$ cat config.mk
export PLATFORM = sky130hd
export DESIGN_NAME = reset_cause_recorder
export DESIGN_NICKNAME = d
export VERILOG_FILES = /design/src/rtl/rcr_pkg.sv /design/src/rtl/rcr_cause_sel.sv /design/src/rtl/reset_cause_recorder.sv
export SDC_FILE = /design/constraint.sdc
export NUM_CORES = 1
export LEC_CHECK = 0
export BUFFER_PORTS_ARGS = -buffer_cell sky130_fd_sc_hd__buf_4
export CAP_MARGIN = 20
export CORE_ASPECT_RATIO = 1.2
export CORE_UTILIZATION = 38
export CTS_BUF_LIST = sky130_fd_sc_hd__clkbuf_16
export DETAILED_ROUTE_END_ITERATION = 12
export PLACE_DENSITY_LB_ADDON = 0.25
export SYNTH_ARGS = -nofsm -noshare
export SYNTH_HDL_FRONTEND = slang
export SYNTH_SLANG_ARGS = --single-unit
$ cat constraint.sdc
create_clock -name clk_sys -period 3.25 [get_ports clk_sys]
set_input_delay 0.65 -clock clk_sys [delete_from_list [all_inputs] [get_ports clk_sys]]
set_output_delay 0.65 -clock clk_sys [all_outputs]
set_load 0.05 [all_outputs]
$ cat src/rtl/rcr_pkg.sv
// package of constants and types for the reset cause recorder
//
// Contract
// - Every true reset (power-on, brown-out, master clear, watchdog reset, reset opcode, stack fault) loads the program counter with 0000h.
// - An interrupt wake from sleep continues at PC + 1, sets the timeout flag, clears the power-down flag and leaves the power control flags alone.
// - An interrupt wake with the global interrupt enable set runs the next instruction first, then pushes the return address and jumps to 0004h.
// - A watchdog wake from sleep continues at PC + 1, clears the timeout and power-down flags and leaves the power control flags alone.
// - A master clear pin reset while awake clears only the master clear flag.
// - A master clear pin reset during sleep sets the timeout flag, clears the power-down flag and clears the master clear flag.
// - A stack overflow with stack fault reset enabled resets and sets only the stack overflow flag.
// - A stack underflow with stack fault reset enabled resets and sets only the stack underflow flag.
// - Unimplemented flag positions read as zero.
// - Power-on reset sets timeout and power-down, clears both stack flags and the power-on flag, sets master clear and reset opcode flags.

`default_nettype none

package rcr_pkg;

  // ----------------------------------------------------------------
  // program counter values
  // ----------------------------------------------------------------
  localparam int PC_WIDTH_DEF = 13;
  localparam logic [15:0] RESET_VECTOR = 16'h0000;
  localparam logic [15:0] IRQ_VECTOR = 16'h0004;

  // ----------------------------------------------------------------
  // power control register bit positions
  // ----------------------------------------------------------------
  localparam int PCR_WIDTH = 8;
  localparam int BIT_STACK_OVF = 7;
  localparam int BIT_STACK_UNF = 6;
  localparam int BIT_MASTER_CLR = 3;
  localparam int BIT_ROPC = 2;
  localparam int BIT_POR = 1;
  localparam int BIT_BROWNOUT = 0;
  // implemented positions; all others read as zero
  localparam logic [7:0] PCR_IMPL_MASK = 8'hCF;
  // value held after the asynchronous reset (power-on image)
  localparam logic [7:0] PCR_RESET = 8'h0C;
  localparam logic TIMEOUT_RESET = 1'b1;
  localparam logic POWERDOWN_RESET = 1'b1;

  // ----------------------------------------------------------------
  // cause of the current event, highest priority first
  // ----------------------------------------------------------------
  typedef enum logic [3:0] {
    RCR_NONE = 4'h0,
    RCR_POR = 4'h1,
    RCR_BROWNOUT = 4'h2,
    RCR_MASTER_CLR = 4'h3,
    RCR_WATCHDOG = 4'h4,
    RCR_ROPC = 4'h5,
    RCR_STACK_OVF = 4'h6,
    RCR_STACK_UNF = 4'h7,
    RCR_IRQWAKE = 4'h8
  } rcr_cause_t;

endpackage : rcr_pkg

`default_nettype wire

$ cat src/rtl/rcr_cause_sel.sv
// priority selection of the reset or wake cause
`timescale 1ns/10ps
`default_nettype none

module rcr_cause_sel (
  input wire logic porEvt,
  input wire logic brownoutEvt,
  input wire logic masterClrEvt,
  input wire logic watchdogEvt,
  input wire logic resetOpEvt,
  input wire logic stkOvfEvt,
  input wire logic stkUnfEvt,
  input wire logic irqWakeEvt,
  input wire logic asleep,
  input wire logic stack_fault_reset_enable,
  output var rcr_pkg::rcr_cause_t cause
);
  import rcr_pkg::*;

  // ----------------------------------------------------------------
  // qualified requests
  // ----------------------------------------------------------------
  // stack faults only reset when enabled; otherwise the core keeps running
  wire logic ovfReq = stkOvfEvt & stack_fault_reset_enable;
  wire logic unfReq = stkUnfEvt & stack_fault_reset_enable;
  // an interrupt can only wake a sleeping core
  wire logic irqReq = irqWakeEvt & asleep;

  // supply events outrank pin and core events, the interrupt wake ranks last
  assign cause = porEvt ? RCR_POR :
                 brownoutEvt ? RCR_BROWNOUT :
                 masterClrEvt ? RCR_MASTER_CLR :
                 watchdogEvt ? RCR_WATCHDOG :
                 resetOpEvt ? RCR_ROPC :
                 ovfReq ? RCR_STACK_OVF :
                 unfReq ? RCR_STACK_UNF :
                 irqReq ? RCR_IRQWAKE : RCR_NONE;

endmodule : rcr_cause_sel
`default_nettype wire

$ cat src/rtl/reset_cause_recorder.sv
// reset and wake cause recorder: flags, program counter start point
`timescale 1ns/10ps
`default_nettype none

module reset_cause_recorder #(
  parameter int PC_WIDTH = rcr_pkg::PC_WIDTH_DEF
) (
  input wire logic clk_sys,
  input wire logic rstn,
  input wire logic porEvt,
  input wire logic brownoutEvt,
  input wire logic master_clear_pin_evt,
  input wire logic watchdog_evt,
  input wire logic resetOpEvt,
  input wire logic stkOvfEvt,
  input wire logic stkUnfEvt,
  input wire logic irqWakeEvt,
  input wire logic asleep,
  input wire logic stack_fault_reset_enable,
  input wire logic global_irq_enable,
  input wire logic instrDone,
  input wire logic [PC_WIDTH-1:0] pcIn,
  input wire logic swPcrWr,
  input wire logic [rcr_pkg::PCR_WIDTH-1:0] swPcrData,
  output logic coreReset_r,
  output logic pcLoad_r,
  output logic [PC_WIDTH-1:0] pcValue_r,
  output logic pushReturn_r,
  output logic [PC_WIDTH-1:0] returnAddr_r,
  output logic timeout_flag_r,
  output logic powerdown_flag_r,
  output logic [rcr_pkg::PCR_WIDTH-1:0] power_control_reg_r
);
  import rcr_pkg::*;

  // ----------------------------------------------------------------
  // elaboration check
  // ----------------------------------------------------------------
  // the interrupt vector needs at least three address bits
  if (PC_WIDTH < 3 || PC_WIDTH > 16) begin : gBadWidth
    $error("PC_WIDTH must lie between 3 and 16");
  end

  // ----------------------------------------------------------------
  // cause selection
  // ----------------------------------------------------------------
  rcr_cause_t cause;

  rcr_cause_sel rcr_cause_sel_inst (
    .porEvt(porEvt),
    .brownoutEvt(brownoutEvt),
    .masterClrEvt(master_clear_pin_evt),
    .watchdogEvt(watchdog_evt),
    .resetOpEvt(resetOpEvt),
    .stkOvfEvt(stkOvfEvt),
    .stkUnfEvt(stkUnfEvt),
    .irqWakeEvt(irqWakeEvt),
    .asleep(asleep),
    .stack_fault_reset_enable(stack_fault_reset_enable),
    .cause(cause)
  );

  // ----------------------------------------------------------------
  // decode of the cause
  // ----------------------------------------------------------------
  // a watchdog timeout in sleep is a wake, awake it is a reset
  wire logic watchdogWake = (cause == RCR_WATCHDOG) & asleep;
  wire logic irqWake = (cause == RCR_IRQWAKE);
  wire logic isWake = watchdogWake | irqWake;
  wire logic isReset = (cause != RCR_NONE) & ~isWake;
  wire logic [PC_WIDTH-1:0] pcNext = pcIn + PC_WIDTH'(1);
  wire logic [PC_WIDTH-1:0] rstVec = RESET_VECTOR[PC_WIDTH-1:0];
  wire logic [PC_WIDTH-1:0] irqVec = IRQ_VECTOR[PC_WIDTH-1:0];

  // ----------------------------------------------------------------
  // next flag values
  // ----------------------------------------------------------------
  logic timeout_flag_nxt;
  logic powerdown_flag_nxt;
  logic [PCR_WIDTH-1:0] pcrHw;
  logic [PCR_WIDTH-1:0] pcrBase;

  // software writes land first; a same-cycle hardware event overrides
  // them, so no cause is ever lost to a software clear
  assign pcrBase = swPcrWr ? swPcrData : power_control_reg_r;

  always_comb begin
    timeout_flag_nxt = timeout_flag_r;
    powerdown_flag_nxt = powerdown_flag_r;
    pcrHw = pcrBase;
    case (cause)
      RCR_POR: begin
        timeout_flag_nxt = 1'b1;
        powerdown_flag_nxt = 1'b1;
        pcrHw[BIT_STACK_OVF] = 1'b0;
        pcrHw[BIT_STACK_UNF] = 1'b0;
        pcrHw[BIT_MASTER_CLR] = 1'b1;
        pcrHw[BIT_ROPC] = 1'b1;
        pcrHw[BIT_POR] = 1'b0;
      end
      RCR_BROWNOUT: begin
        timeout_flag_nxt = 1'b1;
        powerdown_flag_nxt = 1'b1;
        pcrHw[BIT_STACK_OVF] = 1'b0;
        pcrHw[BIT_STACK_UNF] = 1'b0;
        pcrHw[BIT_MASTER_CLR] = 1'b1;
        pcrHw[BIT_ROPC] = 1'b1;
        pcrHw[BIT_BROWNOUT] = 1'b0;
      end
      RCR_MASTER_CLR: begin
        pcrHw[BIT_MASTER_CLR] = 1'b0;
        if (asleep) begin
          timeout_flag_nxt = 1'b1;
          powerdown_flag_nxt = 1'b0;
        end
      end
      RCR_WATCHDOG: begin
        timeout_flag_nxt = 1'b0;
        if (asleep) begin
          powerdown_flag_nxt = 1'b0;
        end
      end
      RCR_ROPC: pcrHw[BIT_ROPC] = 1'b0;
      RCR_STACK_OVF: pcrHw[BIT_STACK_OVF] = 1'b1;
      RCR_STACK_UNF: pcrHw[BIT_STACK_UNF] = 1'b1;
      RCR_IRQWAKE: begin
        timeout_flag_nxt = 1'b1;
        powerdown_flag_nxt = 1'b0;
      end
      default: begin
        timeout_flag_nxt = timeout_flag_r;
        powerdown_flag_nxt = powerdown_flag_r;
      end
    endcase
  end

  // unimplemented positions never hold a one
  wire logic [PCR_WIDTH-1:0] pcr_nxt = pcrHw & PCR_IMPL_MASK;

  // ----------------------------------------------------------------
  // program counter steering
  // ----------------------------------------------------------------
  logic vecPending_r;
  // the vector is taken once the instruction after the sleep retires
  // a wake in the same cycle owns the pc load, so the take waits for it
  wire logic vecTake = vecPending_r & instrDone & ~isReset & ~isWake;
  wire logic vecPending_nxt = isReset ? 1'b0 :
                              irqWake ? global_irq_enable :
                              vecTake ? 1'b0 : vecPending_r;
  wire logic pcLoad_nxt = isReset | isWake | vecTake;
  wire logic [PC_WIDTH-1:0] pcValue_nxt =
    isReset ? rstVec :
    isWake ? pcNext :
    vecTake ? irqVec : pcValue_r;

  // ----------------------------------------------------------------
  // flag registers
  // ----------------------------------------------------------------
  // reset image is the power-on state; the brown-out flag starts at zero
  always_ff @(posedge clk_sys or negedge rstn) begin
    if (!rstn) begin
      timeout_flag_r <= TIMEOUT_RESET;
      powerdown_flag_r <= POWERDOWN_RESET;
      power_control_reg_r <= PCR_RESET;
    end else begin
      timeout_flag_r <= timeout_flag_nxt;
      powerdown_flag_r <= powerdown_flag_nxt;
      power_control_reg_r <= pcr_nxt;
    end
  end

  // ----------------------------------------------------------------
  // program counter and core control registers
  // ----------------------------------------------------------------
  always_ff @(posedge clk_sys or negedge rstn) begin
    if (!rstn) begin
      coreReset_r <= 1'b1;
      pcLoad_r <= 1'b0;
      pcValue_r <= '0;
      pushReturn_r <= 1'b0;
      returnAddr_r <= '0;
      vecPending_r <= 1'b0;
    end else begin
      coreReset_r <= isReset;
      pcLoad_r <= pcLoad_nxt;
      pcValue_r <= pcValue_nxt;
      pushReturn_r <= vecTake;
      returnAddr_r <= vecTake ? pcIn : returnAddr_r;
      vecPending_r <= vecPending_nxt;
    end
  end

  // ----------------------------------------------------------------
  // assertions
  // ----------------------------------------------------------------
  reset_vector_a: assert property (
    @(posedge clk_sys) disable iff (!rstn)
    isReset |=> pcLoad_r && coreReset_r && pcValue_r == rstVec)
    else $error("reset did not load the reset vector");

  irq_wake_a: assert property (
    @(posedge clk_sys) disable iff (!rstn)
    irqWake |=> timeout_flag_r && !powerdown_flag_r && pcLoad_r
      && pcValue_r == $past(pcIn) + PC_WIDTH'(1)
      && power_control_reg_r == $past(pcr_nxt))
    else $error("interrupt wake flags or pc wrong");

  irq_vector_a: assert property (
    @(posedge clk_sys) disable iff (!rstn)
    vecTake |=> pushReturn_r && pcLoad_r && pcValue_r == irqVec
      && returnAddr_r == $past(pcIn))
    else $error("vector jump after wake missing");

  no_early_vec_a: assert property (
    @(posedge clk_sys) disable iff (!rstn)
    irqWake && global_irq_enable ##1 !instrDone |=> !pushReturn_r)
    else $error("vector taken before next instruction");

  watchdog_wake_a: assert property (
    @(posedge clk_sys) disable iff (!rstn)
    watchdogWake && !swPcrWr |=> !timeout_flag_r && !powerdown_flag_r
      && !coreReset_r && $stable(power_control_reg_r))
    else $error("watchdog wake flags wrong");

  master_clr_a: assert property (
    @(posedge clk_sys) disable iff (!rstn)
    cause == RCR_MASTER_CLR && !asleep |=>
      !power_control_reg_r[BIT_MASTER_CLR]
      && $stable(timeout_flag_r) && $stable(powerdown_flag_r))
    else $error("master clear awake flags wrong");

  master_clr_sleep_a: assert property (
    @(posedge clk_sys) disable iff (!rstn)
    cause == RCR_MASTER_CLR && asleep |=> timeout_flag_r
      && !powerdown_flag_r && !power_control_reg_r[BIT_MASTER_CLR])
    else $error("master clear in sleep flags wrong");

  stack_ovf_a: assert property (
    @(posedge clk_sys) disable iff (!rstn)
    cause == RCR_STACK_OVF |=> power_control_reg_r[BIT_STACK_OVF]
      && coreReset_r)
    else $error("stack overflow not recorded");

  stack_unf_a: assert property (
    @(posedge clk_sys) disable iff (!rstn)
    cause == RCR_STACK_UNF |=> power_control_reg_r[BIT_STACK_UNF]
      && coreReset_r)
    else $error("stack underflow not recorded");

  unimpl_zero_a: assert property (
    @(posedge clk_sys) disable iff (!rstn)
    (power_control_reg_r & ~PCR_IMPL_MASK) == '0)
    else $error("unimplemented bit reads one");

  por_image_a: assert property (
    @(posedge clk_sys) disable iff (!rstn)
    cause == RCR_POR |=> timeout_flag_r && powerdown_flag_r
      && !power_control_reg_r[BIT_STACK_OVF]
      && !power_control_reg_r[BIT_STACK_UNF]
      && power_control_reg_r[BIT_MASTER_CLR]
      && power_control_reg_r[BIT_ROPC] && !power_control_reg_r[BIT_POR])
    else $error("power-on flag image wrong");

  brownout_image_a: assert property (
    @(posedge clk_sys) disable iff (!rstn)
    cause == RCR_BROWNOUT |=> timeout_flag_r && powerdown_flag_r
      && !power_control_reg_r[BIT_BROWNOUT]
      && power_control_reg_r[BIT_MASTER_CLR]
      && power_control_reg_r[BIT_POR] == $past(pcrBase[BIT_POR]))
    else $error("brown-out flag image wrong");

  watchdog_reset_a: assert property (
    @(posedge clk_sys) disable iff (!rstn)
    cause == RCR_WATCHDOG && !asleep |=> !timeout_flag_r
      && $stable(powerdown_flag_r))
    else $error("watchdog reset flags wrong");

endmodule : reset_cause_recorder
`default_nettype wire

[Word level (Yosys, flattened, before mapping)]
Cells that the tools add are included.
Operators by class
  equal/unequal tests: 10
  reduce and logical (&&, ||, !) cells: 16
  bitwise gates (word level): 13
  muxes and demuxes: 25
  add/subtract/negate cells: 1
Operator list (number)
  $mux W13: 3
  $mux W4: 8
  $reduce_bool A3 Y1: 8
  $eq A4 B3 Y1 const B: 4
  $add A13 B1 Y13 const B: 1
  $and A1 B1 Y1: 8
  $eq A4 B2 Y1 const B: 2
  $mux W8: 1
  $pmux W1 S2: 4
  $mux W1: 7
  $pmux W1 S3: 2
  $eq A4 B1 Y1 const B: 1
  $eq A4 B4 Y1 const B: 1
  $reduce_and A2 Y1: 2
  $reduce_bool A2 Y1: 2
  $reduce_bool A4 Y1: 1
  $reduce_or A2 Y1: 2
  $or A1 B1 Y1: 3
  $reduce_or A3 Y1: 1
  $ne A2 B1 Y1 const B: 1
  $ne A2 B2 Y1 const B: 1
  $not A1 Y1: 2
Word-level totals
  output and inout port bits: 39
  flip-flop bits (word level): 38
  input port bits: 36
  word-level logic and storage cells: 79

[Longest topological paths before layout]
  depth after elaboration: 20
  mapped depth: 6
  depth with buffers taken out: 5

[By module]
From an unflattened synthesis, not the netlist that was laid out.
Unflattened totals
  cells, all modules: 189
  area total of the unflattened synthesis: 1973.1 um^2
Modules (own cells, without submodules)
  reset_cause_recorder: times used 1, cells an instance 175, seq. area each 957.2 um^2, area an instance 1886.8 um^2
  rcr_cause_sel: times used 1, cells an instance 14, seq. area each 0.0 um^2, area an instance 86.3 um^2

[Worst setup path before layout]
No wires, ideal clock.
  kind: in2reg
  start point: input master_clear_pin_evt
  end point: register returnAddr_r[10]
  arrival: 2.060 ns
  library setup time: 0.125 ns
  path slack: 1.065 ns
  cell stages on the path: 6
  path buffers: 2
  data required time: 3.125 ns
  cells stage by stage: buf_6 nor4_4 nand4_4 nor3_4 buf_12 mux2_4
On the way
  cells in the longest elaborated chain, start to end: 11
  elaborated cells between the ends (all ways): 13
  those cells by class: 2 x eq/ne; 3 x mux; 7 x bitwise; 1 x reduce/logical
RTL lines
  from (decl): RTL line reset_cause_recorder.sv:12  | input wire logic master_clear_pin_evt,
  $mux W4 (*): RTL line rcr_cause_sel.sv:32  | masterClrEvt ? RCR_MASTER_CLR :
  $mux W4 (*): RTL line rcr_cause_sel.sv:31  | brownoutEvt ? RCR_BROWNOUT :
  $mux W4 (*): RTL line rcr_cause_sel.sv:30  | assign cause = porEvt ? RCR_POR :
  $eq A4 B3 Y1: RTL line reset_cause_recorder.sv:67  | wire logic watchdogWake = (cause == RCR_WATCHDOG) & asleep;
  $and A1 B1 Y1: RTL line reset_cause_recorder.sv:67
  $or A1 B1 Y1: RTL line reset_cause_recorder.sv:69  | wire logic isWake = watchdogWake | irqWake;
  $not A1 Y1: RTL line reset_cause_recorder.sv:70, reset_cause_recorder.sv:146
  $and A1 B1 Y1: RTL line reset_cause_recorder.sv:70  | wire logic isReset = (cause != RCR_NONE) & ~isWake;
  $not A1 Y1: RTL line reset_cause_recorder.sv:146  | wire logic vecTake = vecPending_r & instrDone & ~isReset & ~isWake;
  $and A1 B1 Y1: RTL line reset_cause_recorder.sv:146
  $and A1 B1 Y1 (*): RTL line reset_cause_recorder.sv:146
  net vecTake: RTL line reset_cause_recorder.sv:146
  to (signal assigned): RTL line reset_cause_recorder.sv:188  | returnAddr_r <= vecTake ? pcIn : returnAddr_r;
  to (decl): RTL line reset_cause_recorder.sv:29  | output logic [PC_WIDTH-1:0] returnAddr_r,
Mark *: on every way through the listed nets, which the timed path passes. The rest lies on a longest branch.
A chain may end at the register's enable or synchronous reset.

[Final worst setup path]
  start point: input stkUnfEvt
  end point: register pcValue_r[1]
On the way
  cells in the longest elaborated chain, start to end: 17
  elaborated cells between the ends (all ways): 21
  those cells by class: 2 x eq/ne; 9 x mux; 8 x bitwise; 2 x reduce/logical
RTL lines
  from (decl): RTL line reset_cause_recorder.sv:16  | input wire logic stkUnfEvt,
  $and A1 B1 Y1 (*): RTL line rcr_cause_sel.sv:25  | wire logic unfReq = stkUnfEvt & stack_fault_reset_enable;
  $mux W4 (*): RTL line rcr_cause_sel.sv:36  | unfReq ? RCR_STACK_UNF :
  $mux W4 (*): RTL line rcr_cause_sel.sv:35  | ovfReq ? RCR_STACK_OVF :
  $mux W4 (*): RTL line rcr_cause_sel.sv:34  | resetOpEvt ? RCR_ROPC :
  $mux W4 (*): RTL line rcr_cause_sel.sv:33  | watchdogEvt ? RCR_WATCHDOG :
  $mux W4 (*): RTL line rcr_cause_sel.sv:32
  $mux W4 (*): RTL line rcr_cause_sel.sv:31
  $mux W4 (*): RTL line rcr_cause_sel.sv:30
  $eq A4 B3 Y1: RTL line reset_cause_recorder.sv:67
  $and A1 B1 Y1: RTL line reset_cause_recorder.sv:67
  $or A1 B1 Y1: RTL line reset_cause_recorder.sv:69
  $not A1 Y1: RTL line reset_cause_recorder.sv:70, reset_cause_recorder.sv:146
  $and A1 B1 Y1: RTL line reset_cause_recorder.sv:70
  $not A1 Y1: RTL line reset_cause_recorder.sv:146
  $and A1 B1 Y1 (2 in a row): RTL line reset_cause_recorder.sv:146
  $reduce_bool A3 Y1 (no line)
  to (signal assigned): RTL line reset_cause_recorder.sv:186  | pcValue_r <= pcValue_nxt;
  to (decl): RTL line reset_cause_recorder.sv:27  | output logic [PC_WIDTH-1:0] pcValue_r,
Every way passes the cells marked *; elsewhere a longest branch is shown, timed or not.

==> results.md <==
* Status: finished, final reports clean
* EDFF count, synth at 0
* Vias per Instance at between 5 and 6
* Pre-CTS setup slack at between 0.8 and 0.9 ns
* Share of layout cells above drive strength 1 at 0.464
* F_max at between 400 and 500 MHz
* Pin count of the biggest net entering global routing at 39
* Period utilisation layout at 0.657
* CTS Hold Bufs at 0
* Setup-failing EPs final at 0
* Vias in the first global route at between 1000 and 1500
* WP data required at 3.46 ns
* CP max stage cell: or4b_1
* GRT Total Usage at 0.181
* Max stage delay on crit path at around 0.8 ns
* Drt wl/cell at approximately 15 um
* Dominant synthesized flop cell: dfrtp_1
* FP Rows at 27
* Netlist area before placement at approximately 1900 sq um
* Max IR drop VDD at 0.320 mV
* Synth warnings at 0
* Detailed placement HPWL at 3050 um
* Final setup margin at roughly 1.1 ns
* I/O pins at 75
* DP Area at 2400 sq um
* TritonCTS buffer count at 5
* Routed Antenna Nets at 0
* Critical path endpoint category: register
* Area of the die at a little over 5000 sq um
* Power Density at about 420 nW/um^2
* TritonCTS clock tree: done
* Worst clock skew at about 0.0016 ns
* RSZ-0062 raised after global routing: false
* Worst-Skew Late Latency at 0.27 ns
* CP arrival at roughly 2.4 ns
* Slew HR at 0.625
* Flop and latch count out of synthesis at 38
* Antenna violations before repair at 0
* Die Y at a little under 80 um
* Post_cts resized at 0
* Initial Util at 0.401
* Netlist cell types at 43
* CTS max path bufs at 2
* Crit path kind: input pin to register
* Die width at 65.8 um
* Syn Inst Count at around 150
* Via count of the routed design at 1417
* First-pass GRT wire length at between 7000 and 8000 um
* DRC Markers at 0
* GPL Wtd Cong at 0.766
* Max Slew Vio Count at 0
* Final Hold Vio Count at 0
* Root Buffer: clkbuf_16
* Buffers & Inverters on Critical Path at 1
* Clock-pin slew on the worst setup and hold paths at 0.05 ns
* Crit path max-delay family: simple AND/OR/NAND/NOR gates
* Port bufs at 70
* Drt first pass iters at 4
* Minimum clock period at 2.14 ns
* Iter 0 DRT Violations at 53
* Max-cap violations at 0
* Worst slew pin tran at 0.563 ns
* Core Region at 4630 sq um
* Routed WL at approximately 4200 um
* Setup crit start kind: input pin
* Post-synth ARST share at 1.00
* Tightest Hold Check Type: input pin to async pin
* Setup TNS at 0 ns
* Area grow syn2layout at 36.9%
* Hold slack at roughly 0.33 ns
* H-tree level count at 2
* Final nets at between 200 and 300
* Sequential fraction of the synthesis area at 0.515
* Post-Syn Area per Cell at ~12 sq um
* Grt ovf at 0
* CP max FO at 15
* Final Instance Area at between 2000 and 3000 sq um
* Setup Buffers After CTS at 0
* Number of diodes at 0
* Clock sinks at 38
* Pleak at approximately 1.2 nW
* Crit path cell chain: buf_4 -> o21ai_2 -> a31oi_1 -> or4b_1 -> a2bb2o_1
==> cells in the final DEF (no fill, tap or decap), drive strengths merged, types with 4 or more instances in the layout <==
cell,instances
xnor2,7
xor2,4
dfstp,5
nor2,6
clkbuf,5
o21ai,6
nand2,9
inv,9
mux2i,6
mux2,13
dfrtp,33
o2bb2ai,12
buf,72
==> worst paths after layout <==
| check | slack (ns) | start | endpoint | cells past startpoint |
|---|---|---|---|---|
| max | 1.11 | stkUnfEvt | pcValue_r[1] | 5 |
| min | 0.33 | rstn | returnAddr_r[12] | 1 |
| max reg2reg | 1.88 | vecPending_r | returnAddr_r[1] | 4 |
| min reg2reg | 0.49 | powerdown_flag_r | powerdown_flag_r | 2 |
| max in group asynchronous | 2.56 | rstn | power_control_reg_r[3] | 1 |
| min in group clk_sys | 0.49 | powerdown_flag_r | powerdown_flag_r | 2 |
==> synth_stat cells, drive strengths merged, types with 3 or more instances <==
master	number	area share
o21ai	6	0.018
mux2i	6	0.032
nor2	6	0.012
dfrtp	33	0.44
nor3	3	0.014
inv	8	0.016
o2bb2ai	12	0.057
buf	6	0.034
nand4	3	0.018
mux2	13	0.097
dfstp	5	0.071
nand2	9	0.018
xor2	4	0.019
xnor2	7	0.033
a21oi	3	0.0081
==> layout make-up <==
class | instances | area (sq um)
Fill cell | 424 | 2090
Sequential cell | 38 | 957
Multi-Input combinational cell | 96 | 803
Timing Repair Buffer | 72 | 541
Clock buffer | 5 | 125
Tap cell | 58 | 72.6
Inverter | 8 | 30.0
Clock inverter | 3 | 12.5
==> flip-flops by register name, indices dropped and copies added (netlist names) <==
signal               cells
vecPending_r             1
pushReturn_r             1
powerdown_flag_r         1
pcValue_r               13
timeout_flag_r           1
pcLoad_r                 1
returnAddr_r            13
power_control_reg_r      6
coreReset_r              1
==> metrics by stage <==
step	power [mW]	instances	util
after global routing	1.12	280	0.549
after CTS	1.09	280	0.549
after floorplan	0.567	150	-
final	1.08	280	0.549
after detailed placement	0.637	272	0.519
after global placement	0.634	272	0.519
==> cells by family after synthesis <==
logic type / count (synthesis) / synth area share
buffers and inverters: 16 / 0.0539
multiplexers: 19 / 0.129
adder cells (fa/ha/maj): 1 / 0.00674
XOR/XNOR: 11 / 0.0519
AND/OR/NAND/NOR: 33 / 0.120
other: 1 / 0.00202
flip-flops: 38 / 0.515
AO/OA/AOI/OAI: 30 / 0.121
==> routing by layer <==
| layer | global-route usage | up-vias | wire length (um) | share of wire |
|---|---|---|---|---|
| met5 | 0 | - | 0 | 0 |
| met4 | 0.0543 | 0 | 45 | 0.011 |
| met3 | 0.0465 | 5 | 224 | 0.054 |
| met2 | 0.309 | 42 | 2200 | 0.53 |
| met1 | 0.219 | 692 | 1680 | 0.40 |
| li1 | - | 678 | - | - |
==> worst register-to-register path, cell delays in order, from the launching register on <==
cell	delay [ns]
dfrtp_1	0.38
nand2_1	0.11
nor3_4	0.12
buf_4	0.29
mux2_2	0.37
==> report_power, final <==
group          switching [mW]  internal [mW]
Combinational          0.0850         0.0541
Clock                   0.172          0.277
Sequential            0.00435          0.483
Total                   0.262          0.814
No activity file was read; power rests on OpenSTA's default activity.
